--- src/rx_ring_pkg.sv ---
package rx_ring_pkg;

    ////////////////////////////////////////////////////////////////////////////////
    // register map, byte addresses on the wishbone bus
    localparam logic [7:0] REG_BASE_LOW = 8'h00;
    localparam logic [7:0] REG_BASE_HIGH = 8'h04;
    localparam logic [7:0] REG_LENGTH = 8'h08;
    localparam logic [7:0] REG_HEAD = 8'h0C;
    localparam logic [7:0] REG_TAIL = 8'h10;
    localparam logic [7:0] REG_CONTROL = 8'h14;
    localparam logic [7:0] REG_CSUM_CTRL = 8'h18;
    localparam logic [7:0] REG_STATUS = 8'h1C;

    ////////////////////////////////////////////////////////////////////////////////
    // field positions
    localparam int CTRL_EXT_STATUS = 0;
    localparam int CTRL_DTYP_LO = 1;
    localparam int CTRL_VLAN_STRIP = 3;
    localparam int LEN_LSB = 7;
    localparam int BASE_LSB = 4;
    localparam int STAT_EMPTY = 16;
    localparam int STAT_BUSY = 17;
    localparam int DSTAT_DONE = 0;
    localparam int DSTAT_EOP = 1;
    localparam int DSTAT_IXSM = 2;
    localparam int DSTAT_PIF = 7;

    ////////////////////////////////////////////////////////////////////////////////
    // descriptor geometry and sizes
    localparam logic [1:0] DTYP_LEGACY = 2'h0;
    localparam logic [1:0] DTYP_SPLIT = 2'h1;
    localparam logic [16:0] STEP_LEGACY = 17'h00001;
    localparam logic [16:0] STEP_SPLIT = 17'h00002;
    localparam logic [63:0] WB_FIELD_OFFSET = 64'h0000_0000_0000_0008;
    localparam logic [15:0] BUF_BYTES = 16'h0800;
    localparam int PEND_DEPTH = 8;
    localparam logic [31:0] RESET_WORD = 32'h0000_0000;

    ////////////////////////////////////////////////////////////////////////////////
    // carriers
    typedef struct packed {
        logic valid;
        logic [7:0] data;
        logic last;
        logic inexact;
        logic vlan_hdr;
    } rx_byte_s;

    typedef struct packed {
        logic valid;
        logic we;
        logic [63:0] addr;
        logic [63:0] wdata;
        logic [7:0] be;
    } mem_req_s;

    typedef struct packed {
        logic ack;
        logic [63:0] rdata;
    } mem_rsp_s;

endpackage : rx_ring_pkg

--- src/rx_descriptor_ring_manager.sv ---
// Chosen here: the address map and register access over Wishbone.
`timescale 1ns/10ps
module rx_descriptor_ring_manager (
    input wire logic clk_i,
    input wire logic rst_i,
    input wire logic wb_cyc_i,
    input wire logic wb_stb_i,
    input wire logic wb_we_i,
    input wire logic [7:0] wb_adr_i,
    input wire logic [31:0] wb_dat_i,
    input wire logic [3:0] wb_sel_i,
    output logic [31:0] wb_dat_o,
    output logic wb_ack_o,
    input wire rx_ring_pkg::rx_byte_s rx_i,
    output logic rx_ready_o,
    output rx_ring_pkg::mem_req_s mem_o,
    input wire rx_ring_pkg::mem_rsp_s mem_i
);
    import rx_ring_pkg::*;

    typedef enum logic [2:0] {ST_IDLE, ST_FETCH, ST_RECV, ST_STORE, ST_WB} state_e;

    state_e state_q;
    logic [31:4] base_low_q;
    logic [31:0] base_high_q;
    logic [20:7] len_q;
    logic [15:0] head_q;
    logic [15:0] shadow_q;
    logic [15:0] tail_q;
    logic ext_status_q;
    logic [1:0] dtyp_q;
    logic vlan_strip_q;
    logic [7:0] csum_start_q;
    logic [63:0] buf_addr_q;
    logic [15:0] cnt_q;
    logic [15:0] pos_q;
    logic [15:0] csum_q;
    logic last_q;
    logic pif_q;
    logic [3:0] npend_q;
    logic [3:0] wb_idx_q;
    logic [15:0] pend_len_q [PEND_DEPTH];
    logic wb_hit;
    logic byte_done;
    logic close_d;
    logic [16:0] ring_count;
    logic [16:0] step;
    logic avail;
    logic [15:0] shadow_nxt;
    logic [15:0] head_nxt;
    logic strip_byte;
    logic [15:0] rel_pos;
    logic [16:0] csum_sum;

    ////////////////////////////////////////////////////////////////////////////////
    // ring arithmetic

    function automatic logic [63:0] desc_addr(input logic [15:0] idx);
        desc_addr = {base_high_q, base_low_q, 4'h0} + {44'h0, idx, 4'h0};
    endfunction : desc_addr

    function automatic logic [15:0] advance(input logic [15:0] idx);
        logic [16:0] nxt;
        nxt = {1'b0, idx} + step;
        advance = (nxt >= ring_count) ? 16'h0000 : nxt[15:0];
    endfunction : advance

    function automatic logic [31:0] lane_merge(input logic [31:0] old, input logic [31:0] val);
        for (int i = 0; i < 4; i++)
        begin
            lane_merge[i*8 +: 8] = wb_sel_i[i] ? val[i*8 +: 8] : old[i*8 +: 8];
        end
    endfunction : lane_merge

    // legacy write-back word: length, checksum, status, errors, special
    function automatic logic [63:0] wb_word(input logic [3:0] i);
        logic [7:0] st;
        logic [15:0] cs;
        st = 8'h00;
        st[DSTAT_DONE] = 1'b1;
        st[DSTAT_IXSM] = 1'b1;
        st[DSTAT_EOP] = (i == npend_q - 4'h1);
        st[DSTAT_PIF] = pif_q;
        cs = (i == 4'h0) ? csum_q : 16'h0000;
        wb_word = {16'h0000, 8'h00, st, cs, pend_len_q[i[2:0]]};
    endfunction : wb_word

    // a layout other than legacy still gets legacy fields; only split without ext status takes a stride of two
    assign step = (dtyp_q == DTYP_SPLIT && !ext_status_q) ? STEP_SPLIT : STEP_LEGACY;
    assign ring_count = {len_q, 3'h0};
    assign shadow_nxt = advance(shadow_q);
    assign head_nxt = advance(head_q);
    // the device owns only what lies from the shadow head up to the tail
    assign avail = (shadow_q != tail_q) && (ring_count != 17'h00000);
    assign wb_hit = wb_cyc_i && wb_stb_i && !wb_ack_o;
    assign byte_done = !mem_o.valid || mem_i.ack;
    assign close_d = last_q || (cnt_q == BUF_BYTES);
    assign strip_byte = vlan_strip_q && rx_i.vlan_hdr;
    assign rel_pos = pos_q - {8'h00, csum_start_q};
    assign csum_sum = {1'b0, csum_q} + (rel_pos[0] ? {9'h000, rx_i.data} : {1'b0, rx_i.data, 8'h00});

    ////////////////////////////////////////////////////////////////////////////////
    // wishbone slave: one wait state, ack drops the cycle after

    always_ff @(posedge clk_i)
    begin
        if (rst_i)
        begin
            wb_ack_o <= 1'b0;
            wb_dat_o <= RESET_WORD;
        end
        else
        begin
            wb_ack_o <= wb_hit;
            wb_dat_o <= RESET_WORD;
            if (wb_hit && !wb_we_i)
            begin
                unique case (wb_adr_i)
                    REG_BASE_LOW: wb_dat_o <= {base_low_q, 4'h0};
                    REG_BASE_HIGH: wb_dat_o <= base_high_q;
                    REG_LENGTH: wb_dat_o <= {11'h000, len_q, 7'h00};
                    REG_HEAD: wb_dat_o <= {16'h0000, head_q};
                    REG_TAIL: wb_dat_o <= {16'h0000, tail_q};
                    REG_CONTROL: wb_dat_o <= {28'h0000000, vlan_strip_q, dtyp_q, ext_status_q};
                    REG_CSUM_CTRL: wb_dat_o <= {24'h000000, csum_start_q};
                    REG_STATUS: wb_dat_o <= {14'h0000, state_q != ST_IDLE || npend_q != 4'h0,
                        head_q == tail_q, shadow_q};
                    default: wb_dat_o <= RESET_WORD;
                endcase
            end
        end
    end

    always_ff @(posedge clk_i)
    begin
        if (rst_i)
        begin
            base_low_q <= RESET_WORD[31:4];
            base_high_q <= RESET_WORD;
            len_q <= RESET_WORD[20:7];
            tail_q <= RESET_WORD[15:0];
            ext_status_q <= 1'b0;
            dtyp_q <= DTYP_LEGACY;
            vlan_strip_q <= 1'b0;
            csum_start_q <= RESET_WORD[7:0];
        end
        else if (wb_hit && wb_we_i)
        begin
            unique case (wb_adr_i)
                REG_BASE_LOW: base_low_q <= 28'(lane_merge({base_low_q, 4'h0}, wb_dat_i)
                    >> BASE_LSB);
                REG_BASE_HIGH: base_high_q <= lane_merge(base_high_q, wb_dat_i);
                REG_LENGTH: len_q <= 14'(lane_merge({11'h000, len_q, 7'h00}, wb_dat_i)
                    >> LEN_LSB);
                REG_TAIL: tail_q <= 16'(lane_merge({16'h0000, tail_q}, wb_dat_i));
                REG_CONTROL:
                begin
                    ext_status_q <= wb_sel_i[0] ? wb_dat_i[CTRL_EXT_STATUS] : ext_status_q;
                    dtyp_q <= wb_sel_i[0] ? wb_dat_i[CTRL_DTYP_LO +: 2] : dtyp_q;
                    vlan_strip_q <= wb_sel_i[0] ? wb_dat_i[CTRL_VLAN_STRIP] : vlan_strip_q;
                end
                REG_CSUM_CTRL: csum_start_q <= wb_sel_i[0] ? wb_dat_i[7:0] : csum_start_q;
                default: ;
            endcase
        end
    end

    ////////////////////////////////////////////////////////////////////////////////
    // head and shadow head; software may move them only while nothing is pending

    always_ff @(posedge clk_i)
    begin
        if (rst_i)
        begin
            head_q <= RESET_WORD[15:0];
            shadow_q <= RESET_WORD[15:0];
        end
        else
        begin
            if (wb_hit && wb_we_i && wb_adr_i == REG_HEAD && state_q == ST_IDLE
                && npend_q == 4'h0)
            begin
                head_q <= 16'(lane_merge({16'h0000, head_q}, wb_dat_i));
                shadow_q <= 16'(lane_merge({16'h0000, head_q}, wb_dat_i));
            end
            else
            begin
                if (state_q == ST_STORE && byte_done && close_d)
                begin
                    shadow_q <= shadow_nxt;
                end
                if (state_q == ST_WB && mem_i.ack)
                begin
                    head_q <= head_nxt;
                end
            end
        end
    end

    ////////////////////////////////////////////////////////////////////////////////
    // receive state machine and memory master

    always_ff @(posedge clk_i)
    begin
        if (rst_i)
        begin
            state_q <= ST_IDLE;
            mem_o <= '0;
            rx_ready_o <= 1'b0;
            buf_addr_q <= 64'h0000_0000_0000_0000;
            cnt_q <= RESET_WORD[15:0];
            last_q <= 1'b0;
            npend_q <= 4'h0;
            wb_idx_q <= 4'h0;
        end
        else
        begin
            unique case (state_q)
                ST_IDLE:
                begin
                    // stalls here on an empty ring; the source is held off by ready
                    if (avail)
                    begin
                        mem_o <= '{valid: 1'b1, we: 1'b0, addr: desc_addr(shadow_q),
                            wdata: 64'h0, be: 8'hFF};
                        state_q <= ST_FETCH;
                    end
                end
                ST_FETCH:
                begin
                    if (mem_i.ack)
                    begin
                        mem_o.valid <= 1'b0;
                        buf_addr_q <= mem_i.rdata;
                        cnt_q <= 16'h0000;
                        rx_ready_o <= 1'b1;
                        state_q <= ST_RECV;
                    end
                end
                ST_RECV:
                begin
                    if (rx_i.valid)
                    begin
                        rx_ready_o <= 1'b0;
                        last_q <= rx_i.last;
                        state_q <= ST_STORE;
                        if (!strip_byte)
                        begin
                            mem_o <= '{valid: 1'b1, we: 1'b1, addr: buf_addr_q + {48'h0, cnt_q},
                                wdata: {8{rx_i.data}},
                                be: 8'(8'h01 << ((buf_addr_q[2:0] + cnt_q[2:0]) & 3'h7))};
                            cnt_q <= cnt_q + 16'h0001;
                        end
                    end
                end
                ST_STORE:
                begin
                    if (byte_done)
                    begin
                        mem_o.valid <= 1'b0;
                        if (!close_d)
                        begin
                            rx_ready_o <= 1'b1;
                            state_q <= ST_RECV;
                        end
                        else
                        begin
                            npend_q <= npend_q + 4'h1;
                            if (last_q)
                            begin
                                wb_idx_q <= 4'h0;
                                state_q <= ST_WB;
                                // whole packet is known now, so the first entry can carry the sum
                                mem_o <= '{valid: 1'b1, we: 1'b1,
                                    addr: desc_addr(head_q) + WB_FIELD_OFFSET,
                                    wdata: 64'h0, be: 8'hFF};
                            end
                            else
                            begin
                                state_q <= ST_IDLE;
                            end
                        end
                    end
                end
                ST_WB:
                begin
                    if (mem_i.ack)
                    begin
                        wb_idx_q <= wb_idx_q + 4'h1;
                        if (wb_idx_q + 4'h1 == npend_q)
                        begin
                            mem_o.valid <= 1'b0;
                            npend_q <= 4'h0;
                            state_q <= ST_IDLE;
                        end
                        else
                        begin
                            mem_o.addr <= desc_addr(head_nxt) + WB_FIELD_OFFSET;
                            mem_o.wdata <= wb_word(wb_idx_q + 4'h1);
                        end
                    end
                    else
                    begin
                        mem_o.wdata <= wb_word(wb_idx_q);
                    end
                end
            endcase
        end
    end

    always_ff @(posedge clk_i)
    begin
        if (state_q == ST_STORE && byte_done && close_d)
        begin
            pend_len_q[npend_q[2:0]] <= cnt_q;
        end
    end

    ////////////////////////////////////////////////////////////////////////////////
    // packet checksum and filter flag, cleared once the packet is written back

    always_ff @(posedge clk_i)
    begin
        if (rst_i || (state_q == ST_WB && mem_i.ack && wb_idx_q + 4'h1 == npend_q))
        begin
            pos_q <= 16'h0000;
            csum_q <= 16'h0000;
            pif_q <= 1'b0;
        end
        else if (state_q == ST_RECV && rx_i.valid)
        begin
            pif_q <= pif_q | rx_i.inexact;
            if (!strip_byte)
            begin
                pos_q <= pos_q + 16'h0001;
                if (pos_q >= {8'h00, csum_start_q})
                begin
                    csum_q <= csum_sum[15:0] + {15'h0000, csum_sum[16]};
                end
            end
        end
    end

endmodule : rx_descriptor_ring_manager

--- config.mk ---
export PLATFORM = sky130hd
export DESIGN_NAME = rx_descriptor_ring_manager
export DESIGN_NICKNAME = d
export VERILOG_FILES = /design/src/rx_ring_pkg.sv /design/src/rx_descriptor_ring_manager.sv
export SDC_FILE = /design/constraint.sdc
export NUM_CORES = 2
export LEC_CHECK = 0
export BUFFER_PORTS_ARGS = -buffer_cell sky130_fd_sc_hd__buf_4
export CAP_MARGIN = 20
export CORE_ASPECT_RATIO = 0.7
export CORE_UTILIZATION = 45
export DETAILED_ROUTE_END_ITERATION = 6
export HOLD_SLACK_MARGIN = 0.05
export PLACE_DENSITY = 0.74
export SYNTH_ARGS = -nofsm -noshare
export SYNTH_HDL_FRONTEND = slang
export SYNTH_SLANG_ARGS = --single-unit
--- constraint.sdc ---
create_clock -name clk_i -period 18.3 [get_ports clk_i]
set_clock_uncertainty 0.1 [all_clocks]
set_input_delay 1.83 -clock clk_i [delete_from_list [all_inputs] [get_ports clk_i]]
set_output_delay 1.83 -clock clk_i [all_outputs]
set_load 0.02 [all_outputs]
==> results.yml <==
drt:
  wl_per_cell_um: 25.15
  drtIter0Drc: 4663
  vias: 31640
  via_per_inst: 6.382
  drt_pass1_iterations: 7
  drt-total-wl_um: 124700
  drc: 5
  postRouteAntennaNets: 0
synthesis:
  ys_types: 90
  synthSimpleGateAreaFrac_pct: 18.85
  synth_fa_ha_area_share_pct: 5.332
  synth_compound_area_share_pct: 18.46
  synth-xor-area-share_pct: 7.346
  synth_top_family_by_area: "simple AND/OR/NAND/NOR gates"
  yosysSeqAreaShare_pct: 36.36
  synthMuxAreaShare_pct: 8.895
  synth_edf_count: 128
  synthCells: 3805
  synth.top_cell.area_share_pct: 24.84
  synth_seq_cells: 542
  synth_nets: 4069
  synth_top_area_cell: "dfxtp_1"
  yosys_warnings: 0
  synthArstFlopShare_pct: 0
  synth_ff_type: "dfxtp_1"
  syn_area_mm2: 0.03337
  synth.avg_cell_area_um2: 8.769
  synth_area_leaders: "dfxtp_1 25%, edfxtp_1 12%, nor2_1 5.1%, ha_1 4.9%, mux2i_1 4.4%"
timing:
  rsz0062_at_grt: "no"
  hold_viol: 0
  max_slew_margin_pct: 26.53
  fmax_mhz: 128.6
  tns_ns: 0
  setup_viol: 0
  worst_hold_slack_ns: 0.3512
  layout_min_cycle_time_ns: 7.776
  fin_crit_sh_pct: 42.49
  drv_slew: 0
  worst_slew_pin_slew_ns: 1.102
setup_path:
  slowest_stage: "o31ai_1"
  crit_type: "register to register"
  worst_r2r_path_depth: 31
  r2r_end: "mem_o[125]"
  r2r-start: "dtyp_q[1]"
  endpoint: "mem_o[125]"
  crit_path_max_fanout: 21
  cp-end-kind: "register"
  critical_path.startpoint_type: "register"
  crit_path_start: "dtyp_q[1]"
  arrival_ns: 8.23
  regToRegSetupSlack_ns: 10.52
  required_ns: 18.75
  slowest_delay_ns: 0.91
layout:
  seq_area_mm2: 0.01213
  drive_gt1_share_pct: 14.40
  final_cells: 4957
  layout_commonest_cell: "nor2_1"
  multi_input_area_mm2: 0.01978
  final_cell_mix: "448 x nor2_1, 412 x dfxtp_1, 343 x buf_4"
  final_area_mm2: 0.03816
  area_delta_synth_final_pct: 14.36
  fillerInstances: 6744
  nets: 4191
cts:
  ctsRootBufferMaster: "clkbuf_16"
  clk_pin_slew_ns: 0.07
  htreeDepth: 2
  cts.repair.resized: 0
  post_cts_buffers: 0
  cts_made_buffers: 55
  clock-sinks: 542
  cts_tree: "done"
  postCtsHoldBufs: 0
  cts_buffer_depth: 3
  clk-insertion-delay-late_ns: 0.68
floorplanning:
  die_area_mm2: 0.07526
  rows: 83
  die_y_um: 229.8
  initial_core_util_pct: 45.51
  io_pins: 298
  die_w_um: 327.5
  core_mm2: 0.07332
run_status:
  violations: "design-rule violations"
  outcome: "complete, but fails checks"
grt:
  gr-total-overflow: 0
  grt_start_max_net_pins: 84
  gr-usage-all-layers_pct: 32.10
  grt_pass1_wl_um: 184500
  grt_pass1_vias: 28600
  grt_antenna_before_repair: 7
placement:
  place_area_mm2: 0.03610
  dp_hpwl_um: 91640
  port_buffers: 297
  numPlacedInstances: 4845
  place_congestion: 1.024
power:
  p_per_area_mw_per_mm2: 99.22
  p_switching_mw: 1.335
  power.leakage_nw: 14.02
  switching_share_pct: 35.25
  ir_worst_vdd_mv: 0.09063
  p_comb_share_pct: 27.5
  internal_power_mw: 2.451
  pwr-share-clk_pct: 33.3
  power_frac_seq_pct: 39.2
min_path:
  hold_path_depth: 2
  hold_class: "register to register"
  holdCritStartpoint: "mem_o[73]"
job:
  drv_cap: 0
[worst min-delay path by stage]
| stage | end | slack [ns] |
|---|---|---|
| global route | mem_o[1] | 0.38 |
| floorplan | buf_addr_q[28] | 0.34 |
| global placement | mem_o[73] | 0.35 |
| detailed placement | mem_o[73] | 0.35 |
| finish | mem_o[73] | 0.35 |
| CTS | mem_o[73] | 0.36 |
[state kept, by name (all words and copies together) (netlist names), 2 cells and up, named ones only]
name / count
npend_q: 4
buf_addr_q: 64
wb_dat_o: 32
wb_idx_q: 4
head_q: 16
base_low_q: 28
shadow_q: 16
pos_q: 16
state_q: 3
tail_q: 16
base_high_q: 32
csum_q: 16
dtyp_q: 2
csum_start_q: 8
mem_o: 118
len_q: 14
pend_len_q: 128
cnt_q: 16
[worst max-delay path, delay by kind of cell, from the launching register on]
family / cells / cell delay [ns]
XOR/XNOR: 1 / 0.29
adder cells (fa/ha/maj): 4 / 1.12
AND/OR/NAND/NOR: 9 / 1.86
AO/OA/AOI/OAI: 13 / 3.52
flip-flops: 1 / 0.35
buffers and inverters: 4 / 0.43
[cells by family after synthesis]
logic type	Yosys count
XOR/XNOR	279
adder cells (fa/ha/maj)	138
AND/OR/NAND/NOR	1335
buffers and inverters	381
AO/OA/AOI/OAI	914
flip-flops	542
multiplexers	216
[power groups by stage]
stage                     sequential (mW)  combinational (mW)  clock (mW)
after floorplan                      1.57               0.515           0
after global placement               1.50                1.01           0
after detailed placement             1.50                1.02           0
after CTS                            1.48                1.02        1.27
after global routing                 1.49                1.11        1.32
final                                1.48                1.04        1.26
[cell type report]
cell class | instances | share of cell area, %
multi-input combinational | 2882 | 51.84
sequential | 542 | 31.80
timing repair buffer | 346 | 6.889
clock buffer | 73 | 4.046
tap | 977 | 3.204
clock inverter | 30 | 1.190
inverter | 100 | 0.9837
antenna | 7 | 0.04591
[through the flow]
step	setup slack, ns	util [%]	power (mW)
after floorplan	12.22	-	2.086
after global placement	11.10	49.24	2.514
after detailed placement	10.90	49.24	2.523
after CTS	10.83	51.97	3.772
after global routing	10.17	52.02	3.927
final	10.52	52.04	3.786
[layer usage]
metal	global-route usage, %	up-vias	share of wire (%)	wire [um]
met5	0	-	0.027	34
met4	11.05	6	3.9	4839
met3	10.20	331	14	17830
met2	43.39	2149	39	48660
met1	47.25	14990	43	53300
li1	-	14160	-	-
[cell usage after synthesis (all sizes together) (12+ instances only)]
master	instances
buf	79
or3	25
nor2	458
a21o	44
o22ai	29
o21a	16
mux2i	148
nand3b	12
or2	12
xor2	122
dfxtp	414
nor3	72
and3	66
a22oi	74
o21bai	13
a211oi	116
clkbuf	202
nand4	55
ha	131
o21ai	110
nand2b	20
nand3	132
a31oi	38
nor2b	50
o211ai	18
a21oi	266
and2	27
a311oi	20
o221ai	20
o31ai	12
nand2	333
inv	100
edfxtp	128
nor4	32
xnor2	157
a221oi	34
mux4	64
Power figures use the tool's default switching activity.
